`src/rtl/scss_pkg.sv`:
```
// Package for the system clock source selector: map, fields, codes, timing and state
// What this block does
// RULE1 - After every reset the start-up clock source comes from the reset clock choice field.
// RULE2 - The reset choice can pick the slow oscillator, the fast one at 1 MHz or the fast one at 32 MHz.
// RULE3 - With an external source the three-bit kind field picks one of three logic-clock or three crystal modes.
// RULE4 - The outside clock stays at or under 500 kHz, 8 MHz and 32 MHz in the low, medium and high power modes.
// RULE5 - Logic-clock modes take a logic-level clock while crystal modes have a crystal or resonator attached.
// RULE6 - The crystal modes serve 32 kHz parts, parts from 100 kHz to 4 MHz, and parts above 4 MHz.
// RULE7 - The fail-safe monitor sees a dead outside clock and moves the system clock to the fast oscillator.
// RULE8 - The start-up timer holds a crystal source off until it has run long enough to be stable.
// RULE9 - Software asks for a new source and divider through a three-bit and a four-bit field.
// RULE10 - Outside crystal modes the clock-out pin shows the oscillator rate divided by four.
// RULE11 - Crystal modes drive the crystal from the drive pin and sense it on the crystal input; others use the clock pin.
// RULE12 - A slow and a fast internal oscillator feed every internally derived system rate.
// RULE13 - A request completes once its source is ready, updating current source, divider and both ready flags.
// RULE14 - The fail-safe monitor runs only when enabled, and requests are taken only when switching is allowed.
package scss_pkg;

    ////////////////////////////////////////////////////////////////////////////
    // Register indices; the byte address is four times the index
    localparam logic [11:0] IDX_NEW_SRC  = 12'h88D;
    localparam logic [11:0] IDX_CUR_SRC  = 12'h88E;
    localparam logic [11:0] IDX_SW_CTL   = 12'h88F;
    localparam logic [11:0] IDX_RDY      = 12'h890;
    localparam logic [11:0] IDX_FORCE    = 12'h891;
    localparam logic [11:0] IDX_TUNE     = 12'h892;
    localparam logic [11:0] IDX_FRQ      = 12'h893;
    localparam logic [11:0] IDX_RCON     = 12'h895;
    localparam logic [11:0] IDX_RCLK     = 12'h896;
    localparam logic [11:0] IDX_IRQ_STAT = 12'h8A0;
    localparam logic [11:0] IDX_IRQ_MASK = 12'h8A1;

    ////////////////////////////////////////////////////////////////////////////
    // Field positions, write masks and reset values
    localparam int         SRC_LSB    = 4;
    localparam int         HOLD_BIT   = 7;
    localparam int         SWITCH_READY_FLAG_BIT   = 4;
    localparam int         NEW_SOURCE_READY_FLAG_BIT  = 3;
    localparam int         EXTR_BIT   = 7;
    localparam int         FASTR_BIT  = 6;
    localparam int         SLOWR_BIT  = 4;
    localparam int         IRQ_SW     = 0;
    localparam int         IRQ_FAIL   = 1;
    localparam logic [7:0] FORCE_MASK = 8'hFC;
    localparam logic [7:0] TUNE_MASK  = 8'h3F;
    localparam logic [7:0] FRQ_MASK   = 8'h07;
    localparam logic [7:0] RCON_MASK  = 8'h9F;
    localparam logic [7:0] RCLK_MASK  = 8'h0F;
    localparam logic [7:0] TUNE_RST   = 8'h20;

    ////////////////////////////////////////////////////////////////////////////
    // Source, reset choice, divider and external kind codes
    localparam logic [2:0] SRC_SLOW   = 3'h5;
    localparam logic [2:0] SRC_FAST   = 3'h6;
    localparam logic [2:0] SRC_EXT    = 3'h7;
    localparam logic [2:0] CH_FAST32  = 3'h0;
    localparam logic [2:0] CH_FAST1M  = 3'h6;
    localparam logic [2:0] CH_SLOW    = 3'h5;
    localparam logic [2:0] CH_EXT     = 3'h7;
    localparam logic [3:0] DIV_1      = 4'h0;
    localparam logic [3:0] DIV_1M     = 4'h5;
    localparam logic [3:0] DIV_MAX    = 4'h9;
    localparam logic [2:0] EK_LP      = 3'h4;
    localparam logic [2:0] EK_XT      = 3'h5;
    localparam logic [2:0] EK_HS      = 3'h6;

    ////////////////////////////////////////////////////////////////////////////
    // Timing: monitor timeout and start-up edge count
    localparam int CLK_PERIOD_NS = 25;
    localparam int FAIL_TIME_NS  = 10000;
    localparam int FAIL_CYCLES   = (FAIL_TIME_NS + CLK_PERIOD_NS - 1) / CLK_PERIOD_NS;
    localparam int OST_EDGES     = 1024;

    ////////////////////////////////////////////////////////////////////////////
    // Types
    typedef enum logic [1:0] {SW_IDLE, SW_WAIT, SW_SWITCH} scss_sw_e;

    typedef struct packed {
        logic        cyc;
        logic        stb;
        logic        we;
        logic [13:0] adr;
        logic [3:0]  sel;
        logic [31:0] dat;
    } scss_wb_req_s;

    typedef struct packed {
        logic [2:0]  sy_ext;
        logic [2:0]  sy_xin;
        logic [2:0]  sy_slow;
        logic [2:0]  sy_fast;
        logic [2:0]  choice;
        logic [2:0]  kind;
        logic        fs_en;
        logic        sw_allow;
        logic [2:0]  new_src;
        logic [3:0]  new_div;
        logic [2:0]  cur_src;
        logic [3:0]  cur_div;
        logic        hold;
        logic        switch_ready_flag;
        logic        new_source_ready_flag;
        scss_sw_e    sw;
        logic [7:0]  force_en;
        logic [7:0]  tune;
        logic [7:0]  frq;
        logic [7:0]  rcon;
        logic [7:0]  rclk;
        logic        ext_rdy;
        logic        slow_rdy;
        logic        fast_rdy;
        logic [10:0] ost_cnt;
        logic [11:0] mon_cnt;
        logic [9:0]  div_cnt;
        logic [1:0]  q_cnt;
        logic        tick;
        logic        xdrv;
        logic [1:0]  irq_st;
        logic [1:0]  irq_mask;
        logic        ack;
        logic [31:0] dat;
    } scss_state_s;

    // Crystal modes of the external kind field
    function automatic logic is_crystal(input logic [2:0] k);
        return (k == EK_LP) || (k == EK_XT) || (k == EK_HS);
    endfunction

    // Start-up source for a reset choice
    function automatic logic [2:0] rst_src(input logic [2:0] c);
        if (c == CH_SLOW)
            return SRC_SLOW;
        else if (c == CH_EXT)
            return SRC_EXT;
        return SRC_FAST;
    endfunction

    // Start-up divider for a reset choice
    function automatic logic [3:0] rst_div(input logic [2:0] c);
        return (c == CH_FAST1M) ? DIV_1M : DIV_1;
    endfunction

endpackage

```
`src/rtl/scss_top.sv`:
```
// System clock source selector with fail-safe monitor, start-up timer and Wishbone registers
module scss_top #(
    parameter int OST_EDGES   = scss_pkg::OST_EDGES,
    parameter int FAIL_CYCLES = scss_pkg::FAIL_CYCLES
) (
    // Clock and reset
    input  wire logic                   clk_i,
    input  wire logic                   rst_i,
    // Configuration word bits
    input  wire logic [2:0]             reset_clock_choice_i,
    input  wire logic [2:0]             external_clock_kind_i,
    input  wire logic                   failsafe_enable_i,
    input  wire logic                   switch_allow_i,
    // Internal oscillator block outputs
    input  wire logic                   slow_internal_osc_i,
    input  wire logic                   fast_internal_osc_i,
    // Clock pins
    input  wire logic                   ext_clock_in_pin_i,
    input  wire logic                   crystal_in_pin_i,
    output logic                        crystal_drive_pin_o,
    output logic                        crystal_drive_pin_oe_o,
    output logic                        quarter_clock_out_pin_o,
    output logic                        quarter_clock_out_pin_oe_o,
    // System clock enable and interrupt
    output logic                        sys_clk_en_o,
    output logic                        irq_o,
    // Wishbone slave
    input  wire scss_pkg::scss_wb_req_s wb_i,
    output logic [31:0]                 wb_dat_o,
    output logic                        wb_ack_o
);

    ////////////////////////////////////////////////////////////////////////////
    // State and decode helpers
    localparam logic [10:0] OST_LIM  = 11'(OST_EDGES);
    localparam logic [11:0] FAIL_LIM = 12'(FAIL_CYCLES);

    scss_pkg::scss_state_s r;
    scss_pkg::scss_state_s n;
    logic                  xtal;
    logic                  ext_edge;
    logic                  src_edge;
    logic                  fail_evt;
    logic                  rdy_sel;
    logic                  bus_req;
    logic                  wr;
    logic                  wr_nsc;
    logic [11:0]           idx;
    logic [9:0]            lim;
    logic [3:0]            dv;
    logic [1:0]            irq_set;
    logic [7:0]            wd;
    logic [7:0]            rd;

    ////////////////////////////////////////////////////////////////////////////
    // Next state
    always_comb
    begin
        n        = r;
        n.ack    = 1'b0;
        n.tick   = 1'b0;
        fail_evt = 1'b0;
        irq_set  = 2'h0;
        rd       = 8'h00;
        xtal     = scss_pkg::is_crystal(r.kind);
        idx      = wb_i.adr[13:2];
        wd       = wb_i.dat[7:0];
        bus_req  = wb_i.cyc && wb_i.stb && !r.ack;
        wr       = bus_req && wb_i.we && wb_i.sel[0];
        wr_nsc   = wr && (idx == scss_pkg::IDX_NEW_SRC);

        // Two-stage synchronisers, third stage remembers the last level
        n.sy_ext  = {r.sy_ext[1:0], ext_clock_in_pin_i};
        n.sy_xin  = {r.sy_xin[1:0], crystal_in_pin_i};
        n.sy_slow = {r.sy_slow[1:0], slow_internal_osc_i};
        n.sy_fast = {r.sy_fast[1:0], fast_internal_osc_i};

        // Crystal modes sense the crystal input, logic modes the clock pin
        if (xtal)                                                       // [RULE11] [RULE3] [RULE5]
            ext_edge = r.sy_xin[1] && !r.sy_xin[2];
        else
            ext_edge = r.sy_ext[1] && !r.sy_ext[2];

        // Crystal drive follows the inverted sensed level
        n.xdrv = xtal && !r.sy_xin[1];                                   // [RULE11]

        // Internal oscillators are ready once they have toggled
        if (r.sy_slow[1] && !r.sy_slow[2])                               // [RULE12]
            n.slow_rdy = 1'b1;
        if (r.sy_fast[1] && !r.sy_fast[2])                               // [RULE12]
            n.fast_rdy = 1'b1;

        // Start-up timer and loss-of-clock monitor
        if (ext_edge)
        begin
            n.mon_cnt = 12'h000;
            if (!xtal)
                n.ext_rdy = 1'b1;
            else if (r.ost_cnt != OST_LIM)                               // [RULE8]
                n.ost_cnt = r.ost_cnt + 11'h001;
            else
                n.ext_rdy = 1'b1;
        end
        else if (r.mon_cnt != FAIL_LIM)
        begin
            n.mon_cnt = r.mon_cnt + 12'h001;
        end
        else
        begin
            n.ext_rdy = 1'b0;
            n.ost_cnt = 11'h000;                                         // [RULE8]
            fail_evt  = r.fs_en && (r.ext_rdy || r.cur_src == scss_pkg::SRC_EXT); // [RULE7] [RULE14]
        end

        // Edge of the running source; external counts only once ready
        if (r.cur_src == scss_pkg::SRC_SLOW)
            src_edge = r.sy_slow[1] && !r.sy_slow[2];                    // [RULE12]
        else if (r.cur_src == scss_pkg::SRC_EXT)
            src_edge = ext_edge && r.ext_rdy;                            // [RULE8]
        else
            src_edge = r.sy_fast[1] && !r.sy_fast[2];                    // [RULE12]

        // Divider by a power of two, then Fosc/4 counter
        dv  = (r.cur_div > scss_pkg::DIV_MAX) ? scss_pkg::DIV_MAX : r.cur_div;
        lim = ~(10'h3FF << dv);
        if (src_edge)
        begin
            if (r.div_cnt >= lim)
            begin
                n.div_cnt = 10'h000;
                n.tick    = 1'b1;
                n.q_cnt   = r.q_cnt + 2'h1;                              // [RULE10]
            end
            else
            begin
                n.div_cnt = r.div_cnt + 10'h001;
            end
        end

        // Readiness of the requested source
        if (r.new_src == scss_pkg::SRC_SLOW)
            rdy_sel = r.slow_rdy;
        else if (r.new_src == scss_pkg::SRC_EXT)
            rdy_sel = r.ext_rdy;
        else
            rdy_sel = r.fast_rdy;

        // Switch sequence
        case (r.sw)
            scss_pkg::SW_IDLE:
            begin
                n.sw = scss_pkg::SW_IDLE;
            end
            scss_pkg::SW_WAIT:
            begin
                if (rdy_sel)                                             // [RULE13]
                begin
                    n.new_source_ready_flag = 1'b1;
                    if (!r.hold)
                        n.sw = scss_pkg::SW_SWITCH;
                end
            end
            scss_pkg::SW_SWITCH:
            begin
                n.cur_src          = r.new_src;                          // [RULE13]
                n.cur_div          = r.new_div;
                n.switch_ready_flag             = 1'b1;
                n.div_cnt          = 10'h000;
                n.sw               = scss_pkg::SW_IDLE;
                irq_set[scss_pkg::IRQ_SW] = 1'b1;
            end
            default:
            begin
                n.sw = scss_pkg::SW_IDLE;
            end
        endcase

        // A new request restarts the sequence when switching is allowed
        if (wr_nsc && r.sw_allow)                                        // [RULE9] [RULE14]
        begin
            n.sw    = scss_pkg::SW_WAIT;
            n.new_source_ready_flag = 1'b0;
            n.switch_ready_flag  = 1'b0;
        end

        // Fail-safe takes over last so it wins over a switch
        if (fail_evt)
        begin
            irq_set[scss_pkg::IRQ_FAIL] = 1'b1;
            if (n.cur_src == scss_pkg::SRC_EXT)
            begin
                n.cur_src = scss_pkg::SRC_FAST;                          // [RULE7]
                n.div_cnt = 10'h000;
            end
        end

        // Register writes
        if (wr)
        begin
            if (idx == scss_pkg::IDX_NEW_SRC)
            begin
                n.new_src = wd[scss_pkg::SRC_LSB +: 3];                  // [RULE9]
                n.new_div = wd[3:0];
            end
            else if (idx == scss_pkg::IDX_SW_CTL)
                n.hold = wd[scss_pkg::HOLD_BIT];
            else if (idx == scss_pkg::IDX_FORCE)
                n.force_en = wd & scss_pkg::FORCE_MASK;
            else if (idx == scss_pkg::IDX_TUNE)
                n.tune = wd & scss_pkg::TUNE_MASK;
            else if (idx == scss_pkg::IDX_FRQ)
                n.frq = wd & scss_pkg::FRQ_MASK;
            else if (idx == scss_pkg::IDX_RCON)
                n.rcon = wd & scss_pkg::RCON_MASK;
            else if (idx == scss_pkg::IDX_RCLK)
                n.rclk = wd & scss_pkg::RCLK_MASK;
            else if (idx == scss_pkg::IDX_IRQ_MASK)
                n.irq_mask = wd[1:0];
        end

        // Sticky events, write one to clear, a new event wins
        if (wr && idx == scss_pkg::IDX_IRQ_STAT)
            n.irq_st = (r.irq_st & ~wd[1:0]) | irq_set;
        else
            n.irq_st = r.irq_st | irq_set;

        // Register reads, unmapped words read zero
        if (idx == scss_pkg::IDX_NEW_SRC)
            rd = {1'b0, r.new_src, r.new_div};
        else if (idx == scss_pkg::IDX_CUR_SRC)
            rd = {1'b0, r.cur_src, r.cur_div};                           // [RULE13]
        else if (idx == scss_pkg::IDX_SW_CTL)
        begin
            rd[scss_pkg::HOLD_BIT]  = r.hold;
            rd[scss_pkg::SWITCH_READY_FLAG_BIT]  = r.switch_ready_flag;
            rd[scss_pkg::NEW_SOURCE_READY_FLAG_BIT] = r.new_source_ready_flag;
        end
        else if (idx == scss_pkg::IDX_RDY)
        begin
            rd[scss_pkg::EXTR_BIT]  = r.ext_rdy;
            rd[scss_pkg::FASTR_BIT] = r.fast_rdy;
            rd[scss_pkg::SLOWR_BIT] = r.slow_rdy;
        end
        else if (idx == scss_pkg::IDX_FORCE)
            rd = r.force_en;
        else if (idx == scss_pkg::IDX_TUNE)
            rd = r.tune;
        else if (idx == scss_pkg::IDX_FRQ)
            rd = r.frq;
        else if (idx == scss_pkg::IDX_RCON)
            rd = r.rcon;
        else if (idx == scss_pkg::IDX_RCLK)
            rd = r.rclk;
        else if (idx == scss_pkg::IDX_IRQ_STAT)
            rd = {6'h00, r.irq_st};
        else if (idx == scss_pkg::IDX_IRQ_MASK)
            rd = {6'h00, r.irq_mask};

        // One-cycle acknowledge with registered data
        if (bus_req)
        begin
            n.ack = 1'b1;
            n.dat = {24'h000000, rd};
        end

        // Synchronous reset; configuration bits caught here
        if (rst_i)
        begin
            n          = '0;
            n.tune     = scss_pkg::TUNE_RST;
            n.sw       = scss_pkg::SW_IDLE;
            n.choice   = reset_clock_choice_i;
            n.kind     = external_clock_kind_i;                          // [RULE3]
            n.fs_en    = failsafe_enable_i;                              // [RULE14]
            n.sw_allow = switch_allow_i;                                 // [RULE14]
            n.cur_src  = scss_pkg::rst_src(reset_clock_choice_i);        // [RULE1] [RULE2]
            n.cur_div  = scss_pkg::rst_div(reset_clock_choice_i);        // [RULE2]
            n.new_src  = scss_pkg::rst_src(reset_clock_choice_i);
            n.new_div  = scss_pkg::rst_div(reset_clock_choice_i);
        end
    end

    ////////////////////////////////////////////////////////////////////////////
    // State register
    always_ff @(posedge clk_i)
    begin
        r <= n;
    end

    ////////////////////////////////////////////////////////////////////////////
    // Outputs
    assign crystal_drive_pin_o        = r.xdrv;
    assign crystal_drive_pin_oe_o     = scss_pkg::is_crystal(r.kind);   // [RULE11]
    assign quarter_clock_out_pin_o    = r.q_cnt[1] && !scss_pkg::is_crystal(r.kind); // [RULE10]
    assign quarter_clock_out_pin_oe_o = !scss_pkg::is_crystal(r.kind);  // [RULE10]
    assign sys_clk_en_o               = r.tick;
    assign irq_o                      = |(r.irq_st & r.irq_mask);
    assign wb_dat_o                   = r.dat;
    assign wb_ack_o                   = r.ack;
endmodule

```
`config.mk`:
```
export PLATFORM = sky130hd
export DESIGN_NAME = scss_top
export DESIGN_NICKNAME = d
export VERILOG_FILES = /design/src/rtl/scss_pkg.sv /design/src/rtl/scss_top.sv
export SDC_FILE = /design/constraint.sdc
export NUM_CORES = 1
export LEC_CHECK = 0
export ABC_AREA = 1
export BUFFER_PORTS_ARGS = -buffer_cell sky130_fd_sc_hd__buf_2
export CAP_MARGIN = 10
export CORE_UTILIZATION = 57
export CTS_CLUSTER_DIAMETER = 30
export DETAILED_ROUTE_END_ITERATION = 16
export PLACE_DENSITY = 0.81
export SYNTH_ARGS = -nofsm -noshare
export SYNTH_HDL_FRONTEND = slang
export SYNTH_SLANG_ARGS = --single-unit
```
`constraint.sdc`:
```
create_clock -name clk_i -period 2.28 [get_ports clk_i]
set_input_delay 0.456 -clock clk_i [delete_from_list [all_inputs] [get_ports clk_i]]
set_output_delay 0.456 -clock clk_i [all_outputs]
set_load 0.02 [all_outputs]
```
==> results.md, run 1 <==
* Critical Path Fanout Max at 7
* I/O Buffers at 52
* Register bit total from synthesis at 114
* Post-synth top area cell: dfxtp_1
* Top cell type's share of synthesized area at 31.9%
* Non-filler cells, final at 1,044
* Fmax at 471 MHz
* Post-Place Cells at 1,011
* Worst reg2reg path startpoint: r[122]
* Critical path endpoint category: register
* CTS Sinks at 114
* Detailed placement HPWL at 9.91 mm
* Switching Power at 1.27 mW
* Initial antenna violation count at 0
* Die X at 106 um
* Clk buf depth at 2
* Comb pwr share at 8.4%
* Register area share after synthesis at 39.7%
* Max-capacitance violation count at 0
* Pwr/cell area at 748 nW/um^2
* Worst r2r dst: r[43]
* Fraction of layout cells with a size suffix above 1 at 17.4%
* Post-Route WL at 14.0 mm
* Hold_sp: failsafe_enable_i
* Pins Over Slew Limit at 0
* Synth Area per Inst at 7.34 um^2
* Hold path depth at 1
* First-iteration detailed-routing DRC count at 409
* Seq pwr share at 40.8%
* CTS H-tree lvls at 4
* Global route overflow at 0
* Register-to-Register Path Depth at 13
* Sw frac at 24.2%
* Area grow syn2layout at 14.2%
* Site Rows at 37
* Antenna Nets Post-Route at 0
* Routed WL per cell at 13.4 um
* Place WS at 0.178 ns
* Hold Crit Class: in -> reg
* Yosys cell types at 45
* Die area at 11,200 um^2
* CP Launch Type: register
* DRT Pass-1 Iters at 8
* Yosys Warn Count at 0
* Worst-path clk slew at 0.06 ns
* Nets at 977
* Core area at 10,400 um^2
* Reg-to-reg slack, setup at 0.16 ns
* P_leak at 3.10 nW
* Worst Setup Path Type: reg -> reg
* Slew @ Worst Pin at 0.510 ns
* Fin Clk Skew at 0.0113 ns
* Area of the multi-input gates at 3040 um^2
* Register area at 2440 um^2
* # DRC at 0
* Die Ht at 106 um
* Synth area leaders: dfxtp_1 32%, nand2_1 9.1%, edfxtp_1 7.8%, inv_1 6.8%, nor2_1 6.4%
* IO Pins at 106
* Worst-case vdd ir drop at 0.000680 V
* Root buffer cell: clkbuf_8
* First-pass GRT wire length at 23.3 mm
* Final worst slack at 0.158 ns
* Effective utilization at floorplan at 59.1%
* # hold bufs at CTS at 0
* Aggregate global-route resource usage at 26.5%
* Final setup fails at 0
* Total CTS buffers at 17
* Status: completed
* Synth Cell Area at 6160 um^2
* Critical Path RT at 2.72 ns
* Clock share of power at 50.8%
* CP arrival at 2.56 ns
* Worst-skew pair later-pin latency at 0.53 ns
* Filler instances at 875
* CTS tree: done
* Final Hold Vio Count at 0
* Largest net degree at the start of global routing at 43
* Post-Synthesis Cells at 839
* Vias at 5,523
* Number of global-route vias before repair at 4,986
* Fin crit share at 93.1%
* WHS Endpoint: r[137]
* Setup_tns at 0 ns
* ANT cells at 0
* GPL Wtd Cong at 0.871
* Min Tclk post-route at 2.12 ns
* Slew HR at 66.0%
* Vias/cell at 5.29
* Int Power at 3.99 mW
## worst max-delay path by stage
| stage | to | slack [ns] | depth (start not counted) | from |
|---|---|---|---|---|
| after floorplan | r[43] | 0.34 | 13 | r[123] |
| after global placement | r[43] | 0.23 | 13 | r[123] |
| after detailed placement | r[43] | 0.18 | 13 | r[125] |
| after CTS | r[43] | 0.09 | 13 | r[123] |
| after global routing | r[43] | -0.02 | 13 | r[122] |
| final | r[43] | 0.16 | 13 | r[122] |
## state kept, by name, summed over array words and instances, names as in the netlist, named ones only
name / count
crystal_drive_pin_o: 1
r: 102
sys_clk_en_o: 1
wb_ack_o: 1
wb_dat_o: 8
## per-stage QoR
step | total power [mW] | hold WS (ns) | instance area, um^2 | util, %
2_1_floorplan | 2.51 | 0.388 | 6240 | -
3_3_place_gp | 2.60 | 0.389 | 6420 | 61.6
3_5_place_dp | 2.61 | 0.397 | 6420 | 61.6
4_1_cts | 5.26 | 0.0898 | 7010 | 67.3
5_1_grt | 5.42 | 0.0837 | 7030 | 67.5
6_report | 5.26 | 0.102 | 7030 | 67.5
## layout make-up
cell class / count / area share, %
multi-input cells: 580 / 43.3
flip-flops and latches: 114 / 34.7
clock buffers: 22 / 6.60
inverters: 121 / 6.46
repair buffers: 61 / 4.66
well taps: 136 / 2.42
clock inverters: 10 / 1.85
## power groups by stage
stage / clock network (mW) / logic, mW / registers [mW]
2_1_floorplan: 0 / 0.332 / 2.18
3_3_place_gp: 0 / 0.418 / 2.18
3_5_place_dp: 0 / 0.426 / 2.19
4_1_cts: 2.68 / 0.433 / 2.14
5_1_grt: 2.78 / 0.491 / 2.15
6_report: 2.67 / 0.441 / 2.15
## worst max-delay path, stage by stage (launching register included)
cell and delay [ns]:
edfxtp_1 0.41, nor2_1 0.17, inv_1 0.09, o21ai_1 0.15
ha_1 0.25, nand2_1 0.12, nor2_1 0.07, o211ai_1 0.09
nand3_1 0.11, nor2_2 0.13, nor2_2 0.07, inv_1 0.09
nand2_2 0.12, nor3b_1 0.18
## cell usage after synthesis
cell type / number
clkbuf_1: 5
a211oi_1: 8
a21o_1: 2
nand3_4: 3
nor3b_1: 3
o22ai_1: 1
o21ai_0: 42
nand3b_1: 1
a21boi_0: 1
nand2_4: 4
o2111ai_1: 3
nor3b_2: 1
o21a_1: 1
a211oi_2: 6
o211ai_1: 2
nand3_2: 4
a21oi_1: 65
nor3_2: 3
nand2_1: 150
ha_1: 15
dfxtp_1: 98
nor2_4: 9
conb_1: 2
inv_2: 8
a22o_1: 1
nand4_1: 20
xor2_1: 3
or2_2: 5
edfxtp_1: 16
nand2_2: 9
buf_6: 1
a31oi_1: 2
inv_1: 112
clkinv_1: 1
o21ai_1: 5
buf_4: 34
nor3_1: 21
nand3_1: 40
buf_2: 2
nor4_1: 4
nor2_1: 105
nor2_2: 12
buf_1: 5
nor3_4: 1
xnor2_1: 3
## layer usage
layer  routed length (um)  GRT usage [%]
met2                 6720           44.2
met1                 6140           33.6
met3                  880           5.82
met5                    0              0
met4                  295           10.1
## cell usage in the layout, fill, tap and decap left out, types with 4 or more instances in the layout
cell and n:
nand3_1 40, a211oi_2 6, or2_2 5, dfxtp_1 98, ha_1 15, o21ai_1 6
inv_2 8, inv_1 112, nor2_2 14, nand3_2 4, nor3_1 21, clkinv_2 5
nand4_1 20, buf_2 52, nor2_1 103, nand2_1 150, conb_1 25, nor2_4 9
a211oi_1 8, clkbuf_16 17, buf_4 9, edfxtp_1 16, o21ai_0 41, nor4_1 4
nand2_2 9, a21oi_1 64, nand2_4 4
## kinds of logic (layout without fill, tap and decap cells)
kind of cell	Yosys count	after routing	synth area share, %
AO/OA/AOI/OAI	139	139	12.9
XOR/XNOR	6	6	0.854
other	2	25	0.122
flip-flops	114	114	39.7
adder cells (fa/ha/maj)	15	15	3.05
buffers and inverters	168	214	12.5
AND/OR/NAND/NOR	395	395	30.9
## repair_timing
item / 4_1_cts / 5_1_grt
setup endpoints to repair: 0 / 11
setup buffers: 0 / 1
hold endpoints to repair: 0 / 0
resized for setup: 0 / 4
(Power assumes the default switching activity.)
==> inputs of run 2 (changes only) <==
--- a/config.mk
+++ b/config.mk
@@ -11,7 +11,7 @@
 export CORE_UTILIZATION = 57
 export CTS_CLUSTER_DIAMETER = 30
 export DETAILED_ROUTE_END_ITERATION = 16
-export PLACE_DENSITY = 0.81
+export PLACE_DENSITY = 0.86
 export SYNTH_ARGS = -nofsm -noshare
 export SYNTH_HDL_FRONTEND = slang
 export SYNTH_SLANG_ARGS = --single-unit
==> results.md, run 2 (synthesized netlist as in run 1, its figures left out) <==
* Setup_tns at 0 ns
* Core area at 10,400 um^2
* Dpl cell area at 6420 um^2
* ANT cells at 0
* WP buf/inv at 2
* Final setup fails at 0
* I/O Buffers at 52
* Aggregate global-route resource usage at 27.3%
* Cells along the critical path: nor2_2 -> inv_1 -> a21oi_1 -> ha_1 -> nand2_1 -> o21ai_0 -> nand2_1 -> nand3_1 -> nor2_2 -> buf_4 -> nand2_1 -> nand2_1 -> o2111ai_1 -> nor2_1
* Worst Setup Path Type: reg -> reg
* # DRC at 0
* Die X at 106 um
* CTS tree: done
* Max FFs per register at 102
* CTS H-tree lvls at 4
* Worst-path clk slew at 0.06 ns
* Util after Layout at 68.0%
* Slowest stage cell, crit path: edfxtp_1
* Sw frac at 23.8%
* Final Hold Vio Count at 0
* Fin Hold WS at 0.0945 ns
* Clk buf depth at 2
* Site Rows at 37
* Largest Register: r
* Fraction of layout cells with a size suffix above 1 at 17.9%
* Hold_sp: external_clock_kind_i[2]
* Critical Path RT at 2.75 ns
* Vias/cell at 5.37
* Most common cell after layout, fill and taps aside: nand2_1
* Top Family by Delay on Critical Path: simple AND/OR/NAND/NOR gates
* CTS Sinks at 114
* Comb pwr share at 8.4%
* Design Area, Final at 7080 um^2
* Commonest cells after routing, fill and taps aside: 150 x nand2_1, 111 x inv_1, 102 x nor2_1, 98 x dfxtp_1, 64 x a21oi_1
* Nets at 978
* Status: completed
* Die Ht at 106 um
* Design Power at 5.35 mW
* Vias at 5,611
* First-iteration detailed-routing DRC count at 389
* Pins Over Slew Limit at 0
* IO Pins at 106
* Fin crit share at 92.1%
* Total CTS buffers at 17
* WHS Endpoint: r[140]
* Routed WL per cell at 13.7 um
* DRT Pass-1 Iters at 5
* Largest net degree at the start of global routing at 29
* Initial antenna violation count at 0
* GPL Wtd Cong at 0.897
* P_leak at 3.11 nW
* Top cell by count, worst path: nand2_1
* Reg-to-reg slack, setup at 0.18 ns
* Detailed placement HPWL at 10.4 mm
* Hold path depth at 1
* Post-Route WL at 14.3 mm
* Die area at 11,200 um^2
* Effective utilization at floorplan at 59.1%
* Max-capacitance violation count at 0
* Register-to-Register Path Depth at 14
* Seq pwr share at 40.1%
* Hold Crit Class: in -> reg
* Fmax at 476 MHz
* Number of global-route vias before repair at 5,225
* Fin Clk Skew at 0.00782 ns
* First-pass GRT wire length at 24.0 mm
* Worst-skew pair later-pin latency at 0.53 ns
* Largest stage delay on the critical path at 0.44 ns
* CP arrival at 2.57 ns
* Int Power at 4.08 mW
* Min Tclk post-route at 2.10 ns
* Switching Power at 1.27 mW
* Critical path endpoint category: register
* Worst r2r dst: r[47]
* Global route overflow at 0
* CP Launch Type: register
* Pwr/cell area at 756 nW/um^2
* Worst reg2reg path startpoint: r[123]
* Critical Path Fanout Max at 3
* Area grow syn2layout at 15.0%
* Antenna Nets Post-Route at 0
* Root buffer cell: clkbuf_8
* Clock share of power at 51.5%
* Worst-case vdd ir drop at 0.000558 V
## run 2: per-layer routing
| metal | GRT usage [%] | part of all wire (%) |
|---|---|---|
| met5 | 0 | 0 |
| met3 | 5.40 | 5.8 |
| met1 | 33.4 | 43 |
| met4 | 12.4 | 2.5 |
| met2 | 46.3 | 49 |
## run 2: worst max path at each step
stage	from	to	slack [ns]	cells past startpoint
after floorplan	r[123]	r[43]	0.34	13
after global placement	r[123]	r[43]	0.20	13
after detailed placement	r[123]	r[43]	0.13	13
after CTS	r[123]	r[43]	0.08	13
after global routing	r[123]	r[50]	-0.007	14
final	r[123]	r[47]	0.18	14
## run 2: stage by stage
step / instances / setup WS [ns]
after floorplan: 862 / 0.341
after global placement: 1011 / 0.197
after detailed placement: 1011 / 0.132
after CTS: 1043 / 0.0832
after global routing: 1045 / -0.00708
final: 1045 / 0.180
## run 2: power groups by stage
stage | clock [mW] | sequential [mW] | combinational, mW
2_1_floorplan | 0 | 2.18 | 0.332
3_3_place_gp | 0 | 2.18 | 0.421
3_5_place_dp | 0 | 2.19 | 0.431
4_1_cts | 2.78 | 2.15 | 0.438
5_1_grt | 2.86 | 2.15 | 0.506
6_report | 2.76 | 2.15 | 0.447
## run 2: layout make-up
cell class / count / area (um^2)
fillers: 868 / 3340
multi-input cells: 580 / 3050
flip-flops and latches: 114 / 2440
clock buffers: 24 / 502
inverters: 121 / 454
repair buffers: 62 / 335
well taps: 136 / 170
clock inverters: 8 / 121
## run 2: repair_timing
action                     CTS  global route
hold endpoints to repair     0             0
hold buffers                 0             0
resized for setup            0             9
setup buffers                0             2
setup endpoints to repair    0            11
==> inputs of run 3 (changes only) <==
--- a/config.mk
+++ b/config.mk
@@ -6,7 +6,7 @@
 export NUM_CORES = 1
 export LEC_CHECK = 0
 export ABC_AREA = 1
-export BUFFER_PORTS_ARGS = -buffer_cell sky130_fd_sc_hd__buf_2
+export BUFFER_PORTS_ARGS = -buffer_cell sky130_fd_sc_hd__clkbuf_2
 export CAP_MARGIN = 10
 export CORE_UTILIZATION = 57
 export CTS_CLUSTER_DIAMETER = 30
==> results.md, run 3 (synthesized netlist as in run 1, its figures left out) <==
* Largest Register: r
* Final worst slack at 0.140 ns
* Routed WL per cell at 13.6 um
* Vias at 5,572
* Core area at 10,400 um^2
* Detailed placement HPWL at 10.5 mm
* Final Hold Vio Count at 0
* Pins Over Slew Limit at 0
* Site Rows at 37
* Place WS at 0.149 ns
* Slowest stage cell, crit path: edfxtp_1
* Max FFs per register at 102
* Min Tclk post-route at 2.14 ns
* Clk buf depth at 2
* Worst-skew pair later-pin latency at 0.52 ns
* Area grow syn2layout at 13.8%
* Hold Crit Class: in -> reg
* Register-to-Register Path Depth at 11
* Largest net degree at the start of global routing at 30
* Die Ht at 106 um
* # DRC at 0
* Root buffer cell: clkbuf_8
* Fmax at 467 MHz
* Die area at 11,200 um^2
* Worst-case vdd ir drop at 0.000546 V
* Worst reg2reg path startpoint: r[123]
* Initial antenna violation count at 0
* Aggregate global-route resource usage at 27.2%
* Final setup fails at 0
* Fin crit share at 93.8%
* Total CTS buffers at 17
* Hold path depth at 1
* First-iteration detailed-routing DRC count at 437
* Number of global-route vias before repair at 5,263
* Most common cell after layout, fill and taps aside: nand2_1
* GPL Wtd Cong at 0.918
* CP Launch Type: register
* I/O Buffers at 52
* Status: completed
* DRT Pass-1 Iters at 5
* Setup_tns at 0 ns
* ANT cells at 0
* Critical Path RT at 2.69 ns
* Worst r2r dst: r[43]
* Antenna Nets Post-Route at 0
* Fraction of layout cells with a size suffix above 1 at 17.5%
* Global route overflow at 0
* Hold_sp: external_clock_kind_i[2]
* Cells along the critical path: inv_1 -> o21ai_0 -> inv_1 -> ha_1 -> nand4_1 -> nor4_1 -> nor2_2 -> nor2_2 -> inv_1 -> nand2_2 -> nor3b_1
* CP arrival at 2.55 ns
* Pwr/cell area at 720 nW/um^2
* Worst-path clk slew at 0.06 ns
* Critical Path Fanout Max at 7
* CTS tree: done
* # hold bufs at CTS at 0
* Non-filler cells, final at 1,047
* P_leak at 3.09 nW
* Largest stage delay on the critical path at 0.40 ns
* WHS Endpoint: r[140]
* Nets at 980
* First-pass GRT wire length at 23.9 mm
* CTS H-tree lvls at 4
* Post-Place Cells at 1,013
* Vias/cell at 5.32
* Die X at 106 um
* Fin Clk Skew at 0.00511 ns
* IO Pins at 106
* Effective utilization at floorplan at 59.1%
* Commonest cells after routing, fill and taps aside: 150 x nand2_1, 112 x inv_1, 103 x nor2_1, 98 x dfxtp_1, 65 x a21oi_1
* CTS Sinks at 114
* Post-Route WL at 14.3 mm
* Worst Setup Path Type: reg -> reg
* Critical path endpoint category: register
* Max-capacitance violation count at 0
* Reg-to-reg slack, setup at 0.14 ns
* Top cell by count, worst path: inv_1
* Util after Layout at 67.2%
run 3: worst max path at each step:
| stage | startpoint | to | slack, ns |
|---|---|---|---|
| CTS | r[125] | r[43] | 0.10 |
| floorplan | r[123] | r[43] | 0.34 |
| detailed placement | r[125] | r[43] | 0.15 |
| finish | r[123] | r[43] | 0.14 |
| global route | r[123] | r[43] | -0.04 |
| global placement | r[123] | r[43] | 0.21 |
run 3: final cells by class:
cell class              instances  area, um^2
clock inverters                12         114
repair buffers                 64         350
well taps                     136         170
clock buffers                  20         435
flip-flops and latches        114        2440
multi-input cells             580        3040
inverters                     121         454
fillers                       873        3410
run 3: power breakdown:
part | total [mW] | leakage (nW) | switching (mW) | internal (mW)
combinational | 0.445 | 1.86 | 0.307 | 0.137
sequential | 2.15 | 0.953 | 0.0451 | 2.10
clock | 2.45 | 0.273 | 0.892 | 1.56
run 3: metal layers:
metal	vias up	track usage, %	part of all wire (%)
met5	-	0	0
met4	0	12.8	3.4
met3	37	6.93	7.0
met2	229	45.0	47
met1	2489	33.1	42
li1	2817	-	-
run 3: worst max-delay path, delay by kind of cell (launching register included):
kind                     cells  cell delay, ns
AO/OA/AOI/OAI                1            0.18
adder cells (fa/ha/maj)      1            0.30
buffers and inverters        3            0.24
flip-flops                   1            0.40
AND/OR/NAND/NOR              6            0.89
run 3: through the flow:
step | power (mW) | hold slack, ns | area [um^2]
3_3_place_gp | 2.61 | 0.390 | 6430
2_1_floorplan | 2.51 | 0.388 | 6240
5_1_grt | 5.22 | 0.0885 | 7000
6_report | 5.05 | 0.108 | 7000
3_5_place_dp | 2.62 | 0.399 | 6430
4_1_cts | 5.07 | 0.0876 | 6980
run 3: what timing repair did:
action	CTS	global route
setup buffers	0	2
setup endpoints to repair	0	10
gates resized for setup	0	3
hold endpoints to repair	0	0
